## src/rtl/cpd_regs.vh

```
// Constants for the command pulse input decoder: register map, field
// positions, reset values and timing counts.
// Assumes a 100 MHz system clock and a 32-bit AXI4-Lite register bus.
`ifndef CPD_REGS_VH
`define CPD_REGS_VH

// ----------------------------------------------------------------------
// Register byte offsets
// ----------------------------------------------------------------------
`define CPD_OFS_CFG     8'h00
`define CPD_OFS_CTRL    8'h04
`define CPD_OFS_ACTIVE  8'h08
`define CPD_OFS_POS     8'h0C

// ----------------------------------------------------------------------
// Field layout shared by the pending and active settings registers, plus the control register's apply bit
// ----------------------------------------------------------------------
`define CPD_SRC_LSB     0
`define CPD_SRC_MSB     1
`define CPD_DIR_BIT     2
`define CPD_FMT_LSB     4
`define CPD_FMT_MSB     5
`define CPD_CTRL_APPLY  0

// ----------------------------------------------------------------------
// Reset values and codes
// ----------------------------------------------------------------------
`define CPD_SRC_OPTO    2'h0
`define CPD_SRC_LD      2'h1
`define CPD_SRC_SLOW    2'h2
`define CPD_SRC_RST     2'h0
`define CPD_DIR_RST     1'b0
`define CPD_FMT_RST     2'h1
`define CPD_FMT_QUAD0   2'h0
`define CPD_FMT_PULSES  2'h1
`define CPD_FMT_QUAD2   2'h2
`define CPD_FMT_PDIR    2'h3
`define CPD_RESP_OKAY   2'h0
`define CPD_RESP_SLVERR 2'h2

// ----------------------------------------------------------------------
// Timing
// ----------------------------------------------------------------------
`define CPD_CLK_KHZ     100000
`define CPD_SLOW_KPPS   250
// A quarter of one period at the slow rate must pass with a steady level.
`define CPD_FLT_CYC     ((`CPD_CLK_KHZ / `CPD_SLOW_KPPS) / 4)

`endif

```

## src/rtl/cpd_sync.v

```verilog
// Two-stage synchroniser for a group of asynchronous level inputs.
// Assumes the inputs change no faster than the destination clock.
`timescale 1ns/1ps
`default_nettype none

module cpd_sync #(
    parameter W = 8
) (
    // Clock and reset
    input wire aclk,
    input wire aresetn,
    // Levels
    input wire [W-1:0] d,
    output reg [W-1:0] q
);

    reg [W-1:0] meta_reg;

    always @(posedge aclk)
    begin
        if (!aresetn)
        begin
            meta_reg <= {W{1'b0}};
            q <= {W{1'b0}};
        end
        else
        begin
            meta_reg <= d;
            q <= meta_reg;
        end
    end

endmodule // cpd_sync

`default_nettype wire

```

## src/rtl/cpd_decoder.v

```verilog
// Command pulse input decoder with an AXI4-Lite register slave.
// Assumes differential pulse/sign pairs from a host motion controller,
// asynchronous to aclk, and a single 100 MHz clock domain.
`timescale 1ns/1ps
`default_nettype none
`include "cpd_regs.vh"

module cpd_decoder #(
    parameter ADDR_W = 8
) (
    // Clock and reset
    input wire aclk,
    input wire aresetn,
    // Optocoupled pair
    input wire opto_pulse_pos,
    input wire opto_pulse_neg,
    input wire opto_sign_pos,
    input wire opto_sign_neg,
    // Line-driver pair
    input wire ld_pulse_pos,
    input wire ld_pulse_neg,
    input wire ld_sign_pos,
    input wire ld_sign_neg,
    // Decoded steps
    output reg step_pulse_reg,
    output reg step_dir_reg,
    // AXI4-Lite write address and data
    input wire [ADDR_W-1:0] s_axi_awaddr,
    input wire s_axi_awvalid,
    output reg s_axi_awready,
    input wire [31:0] s_axi_wdata,
    input wire [3:0] s_axi_wstrb,
    input wire s_axi_wvalid,
    output reg s_axi_wready,
    // AXI4-Lite write response
    output reg [1:0] s_axi_bresp,
    output reg s_axi_bvalid,
    input wire s_axi_bready,
    // AXI4-Lite read
    input wire [ADDR_W-1:0] s_axi_araddr,
    input wire s_axi_arvalid,
    output reg s_axi_arready,
    output reg [31:0] s_axi_rdata,
    output reg [1:0] s_axi_rresp,
    output reg s_axi_rvalid,
    input wire s_axi_rready
);

    // ------------------------------------------------------------------
    // Settings
    // ------------------------------------------------------------------
    reg [1:0] cfg_src_reg;
    reg cfg_dir_reg;
    reg [1:0] cfg_fmt_reg;
    reg [1:0] act_src_reg;
    reg act_dir_reg;
    reg [1:0] act_fmt_reg;
    reg restart_reg;
    reg signed [31:0] pos_reg;

    function [31:0] pack_cfg;
        input [1:0] src;
        input dir;
        input [1:0] fmt;
        begin
            pack_cfg = 32'h0000_0000;
            pack_cfg[`CPD_SRC_MSB:`CPD_SRC_LSB] = src;
            pack_cfg[`CPD_DIR_BIT] = dir;
            pack_cfg[`CPD_FMT_MSB:`CPD_FMT_LSB] = fmt;
        end
    endfunction

    function [31:0] merge;
        input [31:0] old;
        input [31:0] nw;
        input [3:0] strb;
        integer i;
        begin
            merge = old;
            for (i = 0; i < 4; i = i + 1)
            begin
                if (strb[i])
                    merge[i*8 +: 8] = nw[i*8 +: 8];
            end
        end
    endfunction

    // ------------------------------------------------------------------
    // Input synchronisation and source selection
    // ------------------------------------------------------------------
    wire [7:0] pins_sync;
    cpd_sync #(
        .W(8)
    ) u_sync (
        .aclk(aclk),
        .aresetn(aresetn),
        .d({ld_sign_neg, ld_sign_pos, ld_pulse_neg, ld_pulse_pos,
            opto_sign_neg, opto_sign_pos, opto_pulse_neg, opto_pulse_pos}),
        .q(pins_sync)
    );

    // A pair reads high only while its two wires disagree the right way.
    wire opto_pulse = pins_sync[0] & ~pins_sync[1];
    wire opto_sign = pins_sync[2] & ~pins_sync[3];
    wire ld_pulse = pins_sync[4] & ~pins_sync[5];
    wire ld_sign = pins_sync[6] & ~pins_sync[7];
    wire use_ld = (act_src_reg == `CPD_SRC_LD);
    wire raw_a = use_ld ? ld_pulse : opto_pulse;
    wire raw_b = use_ld ? ld_sign : opto_sign;
    wire slow_mode = (act_src_reg == `CPD_SRC_SLOW);

    // ------------------------------------------------------------------
    // Slow-source noise filter
    // ------------------------------------------------------------------
    // In the slow mode a level must hold a quarter period at 250 kpps
    // before it is believed; this rejects noise that the fast path
    // would count, at the price of capping the usable rate.
    localparam integer FLT_CYC_I = `CPD_FLT_CYC;
    localparam [7:0] FLT_CYC = FLT_CYC_I[7:0];
    reg [7:0] flt_cnt_reg [0:1];
    reg [1:0] flt_reg;
    wire [1:0] raw_ab = {raw_b, raw_a};
    integer f;

    always @(posedge aclk)
    begin
        for (f = 0; f < 2; f = f + 1)
        begin
            if (!aresetn)
            begin
                flt_cnt_reg[f] <= 8'h00;
                flt_reg[f] <= 1'b0;
            end
            else if (!slow_mode || raw_ab[f] == flt_reg[f])
            begin
                flt_cnt_reg[f] <= 8'h00;
                flt_reg[f] <= raw_ab[f];
            end
            else if (flt_cnt_reg[f] >= FLT_CYC - 8'h01)
            begin
                flt_cnt_reg[f] <= 8'h00;
                flt_reg[f] <= raw_ab[f];
            end
            else
                flt_cnt_reg[f] <= flt_cnt_reg[f] + 8'h01;
        end
    end

    // ------------------------------------------------------------------
    // Format decoding
    // ------------------------------------------------------------------
    reg a_q_reg;
    reg b_q_reg;
    reg prime_reg;
    reg step_v;
    reg step_up;
    wire a = flt_reg[0];
    wire b = flt_reg[1];
    wire a_ed = a ^ a_q_reg;
    wire b_ed = b ^ b_q_reg;
    wire a_rise = a & ~a_q_reg;
    wire b_rise = b & ~b_q_reg;

    always @*
    begin
        step_v = 1'b0;
        step_up = 1'b0;
        case (act_fmt_reg)
            `CPD_FMT_QUAD0, `CPD_FMT_QUAD2:
            begin
                // Both phases moving at once has no defined sense.
                step_v = a_ed ^ b_ed;
                step_up = (a_ed ? (a == b) : (a != b)) ^ act_dir_reg;
            end
            `CPD_FMT_PULSES:
            begin
                step_v = a_rise ^ b_rise;
                step_up = a_rise ^ act_dir_reg;
            end
            `CPD_FMT_PDIR:
            begin
                step_v = a_rise;
                step_up = b ^ act_dir_reg;
            end
            default:
            begin
                step_v = 1'b0;
                step_up = 1'b0;
            end
        endcase
    end

    // ------------------------------------------------------------------
    // Active settings and step outputs
    // ------------------------------------------------------------------
    always @(posedge aclk)
    begin
        if (!aresetn)
        begin
            act_src_reg <= `CPD_SRC_RST;
            act_dir_reg <= `CPD_DIR_RST;
            act_fmt_reg <= `CPD_FMT_RST;
            a_q_reg <= 1'b0;
            b_q_reg <= 1'b0;
            prime_reg <= 1'b1;
            step_pulse_reg <= 1'b0;
            step_dir_reg <= 1'b0;
        end
        else
        begin
            if (restart_reg)
            begin
                act_src_reg <= cfg_src_reg;
                act_dir_reg <= cfg_dir_reg;
                act_fmt_reg <= cfg_fmt_reg;
            end
            a_q_reg <= a;
            b_q_reg <= b;
            // After a restart the old levels are stale, so one cycle is
            // spent learning the lines before any edge counts.
            prime_reg <= restart_reg;
            step_pulse_reg <= step_v & ~prime_reg & ~restart_reg;
            step_dir_reg <= step_v ? step_up : step_dir_reg;
        end
    end

    // ------------------------------------------------------------------
    // AXI4-Lite slave
    // ------------------------------------------------------------------
    reg aw_held_reg;
    reg w_held_reg;
    reg [ADDR_W-1:0] aw_addr_reg;
    reg [31:0] w_data_reg;
    reg [3:0] w_strb_reg;
    wire do_write = aw_held_reg & w_held_reg & ~s_axi_bvalid;
    wire [7:0] wa = aw_addr_reg[7:0];
    wire [7:0] ra = s_axi_araddr[7:0];
    wire [31:0] cfg_new = merge(pack_cfg(cfg_src_reg, cfg_dir_reg,
        cfg_fmt_reg), w_data_reg, w_strb_reg);

    always @(posedge aclk)
    begin
        if (!aresetn)
        begin
            s_axi_awready <= 1'b1;
            s_axi_wready <= 1'b1;
            s_axi_bvalid <= 1'b0;
            s_axi_bresp <= `CPD_RESP_OKAY;
            aw_held_reg <= 1'b0;
            w_held_reg <= 1'b0;
            aw_addr_reg <= {ADDR_W{1'b0}};
            w_data_reg <= 32'h0000_0000;
            w_strb_reg <= 4'h0;
            cfg_src_reg <= `CPD_SRC_RST;
            cfg_dir_reg <= `CPD_DIR_RST;
            cfg_fmt_reg <= `CPD_FMT_RST;
            restart_reg <= 1'b0;
            pos_reg <= 32'sh0000_0000;
        end
        else
        begin
            restart_reg <= 1'b0;
            if (s_axi_awvalid && s_axi_awready)
            begin
                aw_addr_reg <= s_axi_awaddr;
                aw_held_reg <= 1'b1;
                s_axi_awready <= 1'b0;
            end
            if (s_axi_wvalid && s_axi_wready)
            begin
                w_data_reg <= s_axi_wdata;
                w_strb_reg <= s_axi_wstrb;
                w_held_reg <= 1'b1;
                s_axi_wready <= 1'b0;
            end
            if (step_pulse_reg)
                pos_reg <= step_dir_reg ? pos_reg + 32'sh0000_0001
                                        : pos_reg - 32'sh0000_0001;
            if (do_write)
            begin
                aw_held_reg <= 1'b0;
                w_held_reg <= 1'b0;
                s_axi_bvalid <= 1'b1;
                s_axi_bresp <= `CPD_RESP_OKAY;
                case (wa)
                    `CPD_OFS_CFG:
                    begin
                        // An out-of-range source keeps the old choice.
                        if (cfg_new[`CPD_SRC_MSB:`CPD_SRC_LSB] != 2'h3)
                            cfg_src_reg <= cfg_new[`CPD_SRC_MSB:`CPD_SRC_LSB];
                        cfg_dir_reg <= cfg_new[`CPD_DIR_BIT];
                        cfg_fmt_reg <= cfg_new[`CPD_FMT_MSB:`CPD_FMT_LSB];
                    end
                    `CPD_OFS_CTRL:
                        restart_reg <= w_strb_reg[0] &
                            w_data_reg[`CPD_CTRL_APPLY];
                    `CPD_OFS_ACTIVE:
                        s_axi_bresp <= `CPD_RESP_OKAY;
                    `CPD_OFS_POS:
                        pos_reg <= merge(pos_reg, w_data_reg, w_strb_reg);
                    default:
                        s_axi_bresp <= `CPD_RESP_SLVERR;
                endcase
            end
            if (s_axi_bvalid && s_axi_bready)
            begin
                s_axi_bvalid <= 1'b0;
                s_axi_awready <= 1'b1;
                s_axi_wready <= 1'b1;
            end
        end
    end

    always @(posedge aclk)
    begin
        if (!aresetn)
        begin
            s_axi_arready <= 1'b1;
            s_axi_rvalid <= 1'b0;
            s_axi_rdata <= 32'h0000_0000;
            s_axi_rresp <= `CPD_RESP_OKAY;
        end
        else if (s_axi_arvalid && s_axi_arready)
        begin
            s_axi_arready <= 1'b0;
            s_axi_rvalid <= 1'b1;
            s_axi_rresp <= `CPD_RESP_OKAY;
            case (ra)
                `CPD_OFS_CFG:
                    s_axi_rdata <= pack_cfg(cfg_src_reg, cfg_dir_reg,
                        cfg_fmt_reg);
                `CPD_OFS_CTRL:
                    s_axi_rdata <= 32'h0000_0000;
                `CPD_OFS_ACTIVE:
                    s_axi_rdata <= pack_cfg(act_src_reg, act_dir_reg,
                        act_fmt_reg);
                `CPD_OFS_POS:
                    s_axi_rdata <= pos_reg;
                default:
                begin
                    s_axi_rdata <= 32'h0000_0000;
                    s_axi_rresp <= `CPD_RESP_SLVERR;
                end
            endcase
        end
        else if (s_axi_rvalid && s_axi_rready)
        begin
            s_axi_rvalid <= 1'b0;
            s_axi_arready <= 1'b1;
        end
    end

endmodule // cpd_decoder

`default_nettype wire

```

## config.mk

```make
export PLATFORM = sky130hd
export DESIGN_NAME = cpd_decoder
export DESIGN_NICKNAME = d
export VERILOG_FILES = /design/src/rtl/cpd_sync.v /design/src/rtl/cpd_decoder.v
export VERILOG_INCLUDE_DIRS = /design/src /design/src/rtl
export SDC_FILE = /design/constraint.sdc
export NUM_CORES = 1
export LEC_CHECK = 0
export BUFFER_PORTS_ARGS = -buffer_cell sky130_fd_sc_hd__buf_2
export CORE_UTILIZATION = 45
export CTS_BUF_LIST = sky130_fd_sc_hd__clkbuf_8
export DETAILED_ROUTE_END_ITERATION = 8
export PLACE_DENSITY = 0.69
export SETUP_SLACK_MARGIN = 0.02
export SYNTH_ARGS = -nofsm -noshare
export SYNTH_HDL_FRONTEND = slang
export SYNTH_SLANG_ARGS = --single-unit
```

## constraint.sdc

```tcl
create_clock -name aclk -period 8.1 [get_ports aclk]
set_input_delay 0.405 -clock aclk [delete_from_list [all_inputs] [get_ports aclk]]
set_output_delay 0.405 -clock aclk [all_outputs]
set_load 0.01 [all_outputs]
```

# After elaboration in Yosys (flattened, before gate mapping)
# Memory sizes are Yosys's and may differ from the RTL's.
# Index checks and enable logic that the tools add are counted.
[totals]
register_bits = 153
mem_bits_rw = 16
input_bits = 67
out_inout_bits = 43
word_cells = 170
n_memories = 1
[mem_list]
columns = ["memory", "words", "width", "rd", "rd_ports_with_merged_regs", "write_ports", "line_no", "source"]
rows = [
  ["flt_cnt_reg", 2, 8, 2, 0, 2, "cpd_decoder.v:120", "reg [7:0] flt_cnt_reg [0:1];"],
]
[op_classes]
add_sub_neg = 4
n_lt_le_gt_ge = 2
n_eq_ne = 20
n_mux = 54
n_bitwise = 34
n_reduce_logical = 22
[op_table]
columns = ["operator", "count"]
rows = [
  ["$mux W32", 4],
  ["$pmux W32 S3", 1],
  ["$mux W8", 10],
  ["$mux W1", 34],
  ["$add A32 B2 Y32 const B", 1],
  ["$eq A8 B4 Y1 const B", 4],
  ["$sub A32 B2 Y32 const B", 1],
  ["$add A8 B1 Y8 const B", 2],
  ["$eq A8 B3 Y1 const B", 2],
  ["$ge A8 B7 Y1 const B", 2],
  ["$logic_not A8 Y1", 2],
  ["$ne A3 B3 Y1 const B", 4],
  ["$and A1 B1 Y1", 11],
  ["$not A1 Y1", 10],
  ["$reduce_and A3 Y1", 3],
  ["$reduce_or A4 Y1", 2],
  ["$xor A1 B1 Y1", 7],
  ["$eq A2 B2 Y1 const B", 3],
  ["$mux W2", 3],
  ["$or A1 B1 Y1", 6],
  ["$pmux W1 S3", 2],
  ["$reduce_bool A2 Y1", 3],
  ["$reduce_or A2 Y1", 3],
  ["$logic_and A1 B1 Y1", 5],
  ["7 further kinds", 11],
]

# Depth between registers and ports, before layout
# Gate-level depths: netlist (run 1).
[depth]
word_depth = 11
depth_mapped = 11
depth_no_buf = 11

# Modules after synthesis
# Synthesis (run 1) repeated with hierarchy kept, for this count alone.
[hier_totals]
cells_unflattened = 926
hier_area_um2 = 8184.1
[modules_own_cells]
columns = ["mod", "instances", "cells_per_inst", "area_each_um2"]
rows = [
  ["cpd_decoder", 1, 893, 7737.4],
  ["cpd_sync", 1, 33, 446.7],
]

# Worst setup path before layout (run 1)
# OpenSTA, ideal clock, no wires.
[synth_timing]
path_type = "register to register"
from = "register step_dir_reg"
to = "register pos_reg[29]"
setup_time_ns = 0.086
arrival_ns = 3.235
setup_slack_ns = 4.779
path_stages_with_launch = 12
synth_period_minus_slack_ns = 3.321
cell_sequence = "dfxtp_1 -> inv_1 -> ha_1 -> a21o_1 -> o21bai_2 -> o211a_1 -> o31a_1 -> a31oi_4 -> o21bai_2 -> a221oi_2 -> nor2_1 -> a211oi_1"
[synth_via]
elab_chain_cells = 4
[synth_lines]
columns = ["item", "line_no", "source"]
rows = [
  ["from (decl)", "cpd_decoder.v:26", "output reg step_dir_reg,"],
  ["from (signal assigned)", "cpd_decoder.v:223", "step_dir_reg <= step_v ? step_up : step_dir_reg;"],
  ["$mux W32 *", "cpd_decoder.v:277", "pos_reg <= step_dir_reg ? pos_reg + 32'sh0000_0001"],
  ["$mux W32 *", "cpd_decoder.v:276", "if (step_pulse_reg)"],
  ["$mux W32", "cpd_decoder.v:285", "case (wa)"],
  ["$mux W32 *", "cpd_decoder.v:279", "if (do_write)"],
  ["to (signal assigned)", "cpd_decoder.v:277", ""],
  ["to (signal assigned)", "cpd_decoder.v:300", "pos_reg <= merge(pos_reg, w_data_reg, w_strb_reg);"],
  ["to (decl)", "cpd_decoder.v:59", "reg signed [31:0] pos_reg;"],
]
# Every way passes the cells marked *; elsewhere a longest branch is shown, timed or not.
# A chain may end at the register's enable or synchronous reset.

# Worst setup path after layout (run 1)
# Same ends and word-level chain as after synthesis.

==> flow_summary_export.csv, run 1 <==
group,metric,value,unit
clock_network,root_buffer,"clkbuf_8",
critical_path,slowest_stage,"o31a_1",
cells_and_area,antenna_cells_inserted,0,
placement,place.gp.congestion,0.853,
critical_path,crit_top_cell,"o21bai_2",
route,vias_per_cell,5.41,
timing,maxSlewViolCount,0,
min_path,hold_class,"in -> reg",
timing,timing.final.crit_share,39.9,%
synthesis,synth_cells,914,
clock_network,cts_max_level,4,
route,num_vias,6796,
synthesis,yosys-top-cells-area,"dfxtp_1 (38%), a21oi_1 (6.4%), nand2_1 (6.3%)",
timing,setup_tns,0,ns
cells_and_area,finalNetCount,1121,
route,ant_nets,0,
critical_path,endpoint_kind,"flop",
route,wl_per_cell,14.8,um
synthesis,yosysMostFrequentCell,"dfxtp_1",
clock_network,cts_sinks,167,
die,dieWidth,135,um
flow_run,max_cap_viol_count,0,
global_routing,antenna_found_initial,0,
global_routing,grt_pass1_vias,6262,
synthesis,synth_ff_type,"dfxtp_1",
global_routing,track_usage,21.3,%
power,seq_power_share,51.9,%
global_routing,grt_pass1_wl,30700,um
power,p_sw_share,29.7,%
timing,worstMarginPinSlew,1.25,ns
global_routing,grt_overflow,0,
critical_path,cp-start-kind,"flop",
critical_path,crit_fanout,34,
timing,fin_skew,0.0135,ns
power,powerDensity,189,nW/um^2
die,fp.dieH,135,um
timing,whs,0.134,ns
cells_and_area,drive_gt1_share,15.4,%
synthesis,synth.avg_cell_area,8.64,sq um
synthesis,synth_top_area_share,38.3,%
critical_path,cp.required,8.49,ns
route,drt_wl_total,18600,um
clock_network,clk_pin_slew,0.09,ns
run_status,status,"completed",
synthesis,synth_top_area_cell,"dfxtp_1",
clock_network,postCtsSetupBuffers,0,
die,coreArea,17200,sq um
timing,final-hold-violation-count,0,
clock_network,tritoncts,"built",
placement,dp.final_hpwl,13300,um
synthesis,synth_edf_count,16,
synthesis,synth_area,7900,sq um
synthesis,yosysWarnings,0,
timing,slew_headroom,16.6,%
route,drt_iter0_drc,302,
power,ir_worst_vdd,116,uV
die,rows,48,
timing,rsz0062_at_grt,"no",
synthesis,ys_ff_latch,167,
clock_network,cts_resized,0,
clock_network,clk_latency,0.47,ns
critical_path,critPathKind,"reg -> reg",
cells_and_area,syn_to_final_growth,14.2,%
die,initial_core_util,45.8,%
synthesis,synth-seq-area-share,44.3,%
critical_path,cp.arrival,3.62,ns
critical_path,cp_num_buf_inv,2,
timing,fmax,0.309,GHz
power,clkPwrFrac,32.9,%
power,comb_power_share,15.3,%
die,die_area,18100,sq um
timing,finalSetupViolCount,0,
power,internal_power,0.00120,W
power,p_leak,3.79,nW
synthesis,synthArstFlopShare,0,%
synthesis,ys_top_cells_by_count,"dfxtp_1 (151), nand2_1 (133), a21oi_1 (101), nor2_1 (85), clkbuf_1 (37)",
die,io_pins,110,
critical_path,cpPeakStageDelay,0.37,ns
critical_path,crit_chain,"inv_1, buf_4, ha_1, a21o_1, o21bai_2, o211a_1, o31a_1, a31oi_4, o21bai_2, a221oi_2, nor2_1, a211oi_1",
route,dr.pass1.iters,5,
critical_path,crit_family,"compound AO/OA/AOI/OAI gates",
placement,numPortBuffers,107,
synthesis,synth_cell_type_count,59,
clock_network,cts_hold_buffers,0,
power,switchingPower,0.000506,W
clock_network,clockBufferDepth,2,
clock_network,cts_inserted_buffers,17,
global_routing,grt_max_degree,72,
timing,fin_crit,3.24,ns
route,drc,0,
==> power groups by stage <==
stage | clock (W) | sequential (W) | combinational [W]
floorplan | 0 | 0.000894 | 0.000199
global placement | 0 | 0.000901 | 0.000256
detailed placement | 0 | 0.000902 | 0.000258
CTS | 0.000572 | 0.000883 | 0.000260
global route | 0.000608 | 0.000887 | 0.000290
finish | 0.000560 | 0.000883 | 0.000260
==> worst register-to-register path: cells and delay by family (launching register included) <==
| kind | cells | cell delay (ns) |
|---|---|---|
| buf+inv | 2 | 0.42 |
| flops | 1 | 0.36 |
| fa+ha+maj | 1 | 0.36 |
| compound gates | 8 | 1.94 |
| simple gates | 1 | 0.08 |
==> layout by cell type, fill, tap and decap left out, drive strengths merged, types with 13 or more instances in the layout <==
master | netlist | routed
dfxtp | 151 | 151
nand2 | 133 | 133
buf | 9 | 114
a21oi | 101 | 101
nor2 | 85 | 85
ha | 34 | 34
a22oi | 32 | 32
o21ai | 32 | 32
inv | 21 | 30
nand3 | 28 | 28
xnor2 | 26 | 26
and2 | 24 | 24
mux2i | 20 | 20
conb | 2 | 20
xor2 | 18 | 18
clkbuf | 37 | 17
edfxtp | 16 | 16
a31oi | 15 | 15
o221ai | 13 | 13
==> stage by stage <==
| step | utilization (%) | cells | setup WS (ns) | cell area (sq um) | total power (W) |
|---|---|---|---|---|---|
| 2_1_floorplan | - | 932 | 4.78 | 7970 | 0.00109 |
| 3_3_place_gp | 50.2 | 1225 | 4.95 | 8660 | 0.00116 |
| 3_5_place_dp | 50.2 | 1225 | 4.89 | 8660 | 0.00116 |
| 4_1_cts | 52.4 | 1257 | 4.86 | 9020 | 0.00172 |
| 5_1_grt | 52.4 | 1257 | 4.65 | 9020 | 0.00179 |
| 6_report | 52.4 | 1257 | 4.86 | 9020 | 0.00170 |
==> final timing paths <==
kind,startpoint,to,slack (ns),cells after the start
hold / removal,s_axi_wvalid,s_axi_wready$_SDFFE_PP1P_,0.13,2
hold reg to reg,prime_reg$_SDFF_PN1_,step_pulse_reg$_SDFF_PN0_,0.41,1
setup / recovery,step_dir_reg$_SDFFE_PN0N_,pos_reg[29]$_SDFFE_PN0P_,4.86,12
setup reg to reg,step_dir_reg$_SDFFE_PN0N_,pos_reg[29]$_SDFFE_PN0P_,4.86,12
==> cell families (layout without fill, tap and decap cells) <==
family	Yosys count	count (layout)	share of synthesized area, %
and+or+nand+nor	323	323	18.3
AOI/OAI and AO/OA	254	254	20.6
DFF	167	167	44.3
buffers and inverters	67	167	3.34
xor gates and xnor gates	44	44	4.88
adders and majority gates	35	35	5.64
muxes	22	22	2.82
other	2	20	0.0950
==> metal layers <==
metal  routed length, um  track usage, %  vias to the layer above
li1                    -               -                     3450
met1                8940            28.4                     3158
met2                8390            33.9                      167
met3                 921            4.50                       21
met4                 323            7.93                        0
met5                   0               0                        -
==> layout make-up <==
class,count,area (sq um)
fillers,1659,8210
well taps,225,282
multi-input cells,698,4200
repair buffers,114,588
clock inverters,15,133
flip-flops and latches,167,3500
clock buffers,17,234
inverters,21,80.1
(Power assumes the default switching activity.)
==> run 2, diff against run 1 <==
--- a/config.mk
+++ b/config.mk
@@ -10,7 +10,7 @@
 export CORE_UTILIZATION = 45
 export CTS_BUF_LIST = sky130_fd_sc_hd__clkbuf_8
 export DETAILED_ROUTE_END_ITERATION = 8
-export PLACE_DENSITY = 0.69
+export PLACE_DENSITY = 0.72
 export SETUP_SLACK_MARGIN = 0.02
 export SYNTH_ARGS = -nofsm -noshare
 export SYNTH_HDL_FRONTEND = slang
==> constraint.sdc (replaced) <==
create_clock -name aclk -period 2.71 [get_ports aclk]
set_input_delay 0.1355 -clock aclk [delete_from_list [all_inputs] [get_ports aclk]]
set_output_delay 0.1355 -clock aclk [all_outputs]
set_load 0.01 [all_outputs]
==> flow_summary_export.csv, run 2 (synthesis gave the netlist of run 1 again) <==
group,metric,value,unit
timing,final-hold-violation-count,0,
placement,place_area,9150,sq um
timing,rsz0062_at_grt,"yes",
timing,fin_crit,2.82,ns
cells_and_area,utilization,60.0,%
route,drc,0,
cells_and_area,layout_commonest_cell,"dfxtp_1",
global_routing,grt_max_degree,39,
route,drt_wl_total,20900,um
clock_network,clockBufferDepth,2,
cells_and_area,antenna_cells_inserted,0,
timing,slew_headroom,48.6,%
placement,place.gp.congestion,0.911,
critical_path,crit_fanout,12,
critical_path,cp.arrival,3.19,ns
die,coreArea,17200,sq um
global_routing,track_usage,23.7,%
timing,maxSlewViolCount,0,
die,fp.dieH,135,um
placement,place_ws,-0.0288,ns
clock_network,clk_pin_slew,0.10,ns
timing,finalSetupViolCount,3,
global_routing,antenna_found_initial,0,
critical_path,endpoint_kind,"flop",
placement,numPortBuffers,107,
global_routing,grt_pass1_vias,6954,
timing,setup_slack,-0.105,ns
timing,fin_skew,0.0141,ns
timing,timing.final.crit_share,104,%
cells_and_area,drive_gt1_share,20.8,%
route,num_vias,7306,
die,io_pins,110,
timing,fmax,0.355,GHz
clock_network,cts_sinks,167,
route,vias_per_cell,5.32,
route,drt_iter0_drc,494,
run_status,status,"finished, violations left",
run_status,violations,"negative setup slack",
clock_network,cts_inserted_buffers,17,
route,ant_nets,0,
global_routing,grt_overflow,0,
placement,dp.final_hpwl,14300,um
timing,worstMarginPinSlew,0.769,ns
route,wl_per_cell,15.2,um
die,dieWidth,135,um
critical_path,critPathKind,"reg -> reg",
timing,whs,0.0766,ns
route,dr.pass1.iters,5,
cells_and_area,stdcell_area,10300,sq um
cells_and_area,syn_to_final_growth,30.8,%
cells_and_area,finalNetCount,1237,
clock_network,cts_max_level,4,
cells_and_area,final_cell_mix,"dfxtp_1 (149), nand2_1 (133), buf_2 (107)",
clock_network,root_buffer,"clkbuf_8",
clock_network,clk_latency,0.47,ns
power,ir_worst_vdd,328,uV
critical_path,cp-start-kind,"flop",
min_path,hold_class,"in -> reg",
die,rows,48,
global_routing,grt_pass1_wl,33700,um
critical_path,cp.required,3.09,ns
clock_network,tritoncts,"built",
power,p_leak,4.34,nW
flow_run,max_cap_viol_count,0,
power,powerDensity,523,nW/um^2
die,die_area,18100,sq um
die,initial_core_util,45.8,%
-- run 2: timing repair --
item | CTS | global route
hold buffers | 66 | 0
pin swaps | 2 | 13
hold endpoints to repair | 57 | 0
endpoints found under the setup margin | 2 | 18
gates resized for setup | 1 | 27
buffers inserted | 2 | 0
-- run 2: final timing paths --
kind	endpoint	cells past startpoint	slack, ns	startpoint
setup / recovery	pos_reg[29]$_SDFFE_PN0P_	12	-0.11	step_dir_reg$_SDFFE_PN0N_
hold / removal	s_axi_rresp[1]$_SDFFE_PN0P_	4	0.08	s_axi_araddr[5]
setup reg to reg	pos_reg[29]$_SDFFE_PN0P_	12	-0.11	step_dir_reg$_SDFFE_PN0N_
hold reg to reg	step_pulse_reg$_SDFF_PN0_	1	0.39	prime_reg$_SDFF_PN1_
-- run 2: critical path, cell delays in order (launching register included) --
cell and delay [ns]:
dfxtp_4 0.37, clkinvlp_4 0.10, buf_12 0.17, ha_4 0.26, o211ai_1 0.27, o21bai_4 0.08, o211a_1 0.22, o31a_1 0.34
a31oi_4 0.23, o21bai_2 0.13, a221oi_2 0.30, nor2_1 0.08, a211oi_1 0.19
-- run 2: cell type report --
cell class,count,area [sq um]
clock buffer,17,234
clock inverter,15,140
fill,1474,6900
inverter,21,82.6
multi-input combinational,698,4430
sequential,167,3510
tap,225,282
timing repair buffer,230,1660
-- run 2: report_power, final --
group | internal [W] | total, W | switching [W] | leakage [nW]
Sequential | 0.00257 | 0.00264 | 0.0000656 | 1.40
Clock | 0.000747 | 0.00175 | 0.000999 | 0.188
Combinational | 0.000499 | 0.00102 | 0.000519 | 2.76
-- run 2: routing by layer --
metal,GRT usage (%),wire (um),up-vias
li1,-,-,3679
met1,30.6,9730,3433
met2,38.8,9880,171
met3,5.52,933,23
met4,8.30,376,0
met5,0,0,-
-- run 2: through the flow --
stage | total power, W | setup TNS [ns] | instances
6_report | 0.00540 | -0.198 | 1373
5_1_grt | 0.00566 | -1.27 | 1373
4_1_cts | 0.00540 | -0.0721 | 1373
3_5_place_dp | 0.00358 | -0.0457 | 1273
3_3_place_gp | 0.00357 | 0 | 1273
2_1_floorplan | 0.00329 | -2.37 | 932
==> run 3, diff against run 2 <==
--- a/config.mk
+++ b/config.mk
@@ -10,7 +10,7 @@
 export CORE_UTILIZATION = 45
 export CTS_BUF_LIST = sky130_fd_sc_hd__clkbuf_8
 export DETAILED_ROUTE_END_ITERATION = 8
-export PLACE_DENSITY = 0.72
+export PLACE_DENSITY = 0.68
 export SETUP_SLACK_MARGIN = 0.02
 export SYNTH_ARGS = -nofsm -noshare
 export SYNTH_HDL_FRONTEND = slang
==> flow_summary_export.csv, run 3 (synthesis gave the netlist of run 1 again) <==
group,metric,value,unit
run_status,status,"finished, violations left",
run_status,violations,"negative setup slack",
timing,finalSetupViolCount,3,
placement,place_ws,-0.118,ns
global_routing,grt_pass1_vias,7220,
global_routing,track_usage,24.1,%
critical_path,cp-start-kind,"flop",
clock_network,tritoncts,"built",
global_routing,antenna_found_initial,0,
cells_and_area,antenna_cells_inserted,0,
route,wl_per_cell,15.3,um
timing,setup_slack,-0.0960,ns
die,io_pins,110,
timing,maxSlewViolCount,0,
critical_path,reg2regPathDepth,12,
route,drt_iter0_drc,442,
power,ir_worst_vdd,311,uV
route,drc,0,
global_routing,grt_overflow,0,
timing,slew_headroom,56.5,%
timing,final-hold-violation-count,0,
flow_run,max_cap_viol_count,0,
cells_and_area,syn_to_final_growth,33.4,%
placement,place.gp.congestion,0.861,
cells_and_area,finalNetCount,1255,
route,dr_wl_met3,945,um
clock_network,cts_sinks,167,
clock_network,clockBufferDepth,2,
route,vias_per_cell,5.32,
placement,dp.final_hpwl,14300,um
timing,fin_crit,2.81,ns
critical_path,r2r-end,"pos_reg[31]$_SDFFE_PN0P_",
timing,fin_skew,0.0131,ns
critical_path,crit_start,"step_dir_reg$_SDFFE_PN0N_",
timing,rsz0062_at_grt,"yes",
power,powerDensity,530,nW/um^2
clock_network,root_buffer,"clkbuf_8",
critical_path,r2r_start,"step_dir_reg$_SDFFE_PN0N_",
timing,whs,0.0427,ns
critical_path,crit_chain,"clkinvlp_4, buf_12, buf_4, ha_1, a21oi_1, o21ai_0, a221o_1, a31oi_4, a31oi_1, nand4_1, mux2_2, a21oi_1",
timing,fmax,0.356,GHz
critical_path,r2r_setup_slack,-0.1,ns
route,wl_met1,9820,um
min_path,hold_class,"in -> reg",
power,p_leak,4.45,nW
critical_path,cp.required,3.10,ns
die,die_area,18100,sq um
die,rows,48,
critical_path,critPathKind,"reg -> reg",
clock_network,clk_latency,0.47,ns
die,dieWidth,135,um
route,num_vias,7396,
cells_and_area,final_cell_mix,"dfxtp_1 (150), nand2_1 (132), buf_2 (107)",
power,power,0.00559,W
critical_path,crit_path_end,"pos_reg[31]$_SDFFE_PN0P_",
cells_and_area,utilization,61.1,%
critical_path,cp.arrival,3.20,ns
die,initial_core_util,45.8,%
route,dr_wl_met2,10100,um
placement,numPortBuffers,107,
cells_and_area,layout_commonest_cell,"dfxtp_1",
timing,setup_tns,-0.218,ns
global_routing,grt_max_degree,45,
route,dr.pass1.iters,7,
clock_network,clk_pin_slew,0.10,ns
timing,worstMarginPinSlew,0.652,ns
route,drt_wl_total,21200,um
critical_path,slowest_stage,"a221o_1",
critical_path,endpoint_kind,"flop",
critical_path,crit_fanout,18,
global_routing,grt_pass1_wl,34600,um
die,coreArea,17200,sq um
critical_path,cpPeakStageDelay,0.41,ns
clock_network,cts_max_level,4,
clock_network,cts_inserted_buffers,17,
timing,timing.final.crit_share,104,%
die,fp.dieH,135,um
route,ant_nets,0,
route,top_layer_used,"met4",
critical_path,crit_top_cell,"a21oi_1",
cells_and_area,drive_gt1_share,22.3,%
-- run 3: changes by cell type in the layout (fill, tap and decap cells not counted), moves of 2 or more --
cell           previous run  this run
buf_4                    54        72
clkinv_2                  0         3
a221oi_1                  1         3
a221oi_2                  4         2
buf_6                     0         2
clkinv_8                  0         2
dlygate4sd3_1            66        64
ha_1                     27        25
ha_4                      7         9
inv_6                     9         7
-- run 3: through the flow --
stage                     std cells  area (sq um)
after global routing           1391         10500
after detailed placement       1291          9290
after floorplan                 932          8070
after CTS                      1388         10400
final                          1391         10500
after global placement         1291          9290
-- run 3: power by group --
group	total, W	internal [W]	leakage [nW]	switching, W
Sequential	0.00264	0.00257	1.39	0.0000660
Clock	0.00188	0.000856	0.210	0.00102
Combinational	0.00107	0.000530	2.84	0.000541
Total	0.00559	0.00396	4.45	0.00163
-- run 3: final cells by class --
class	instances	area, sq um
Fill cell	1496	6700
Sequential cell	167	3510
Inverter	21	83.8
Clock inverter	15	183
Tap cell	225	282
Multi-Input combinational cell	698	4450
Clock buffer	17	234
Timing Repair Buffer	248	1800
-- run 3: worst min path at each step --
stage                   from                            end  slack [ns]  cells past startpoint
3_5_place_dp   opto_sign_pos  u_sync.meta_reg[2]$_SDFF_PN0_        0.35                      2
4_1_cts        s_axi_awvalid    aw_addr_reg[2]$_SDFFE_PN0P_       0.003                      3
3_3_place_gp     ld_sign_pos  u_sync.meta_reg[6]$_SDFF_PN0_        0.34                      2
5_1_grt        s_axi_awvalid    aw_addr_reg[2]$_SDFFE_PN0P_        0.03                      3
6_report       s_axi_awvalid    aw_addr_reg[2]$_SDFFE_PN0P_        0.04                      3
2_1_floorplan   s_axi_wvalid      s_axi_wready$_SDFFE_PP1P_        0.24                      1
-- run 3: critical path, delay by kind of cell (launching register included) --
family,cells,cell delay [ns]
AOI/OAI and AO/OA,6,1.21
buffers and inverters,3,0.40
DFF,1,0.37
muxes,1,0.33
adders and majority gates,1,0.31
and+or+nand+nor,1,0.11
-- run 3: routing by layer --
layer / track usage (%) / vias up
li1: - / 3718
met5: 0 / -
met4: 8.80 / 0
met1: 31.0 / 3477
met2: 39.8 / 171
met3: 5.07 / 30
-- run 3: repair_timing --
action                                 CTS  global route
hold buffers                            64             0
setup buffers                            1             3
setup endpoints to repair                6            17
gates resized for setup                  6            24
pin swaps                               10            19
endpoints found under the hold margin   57             0
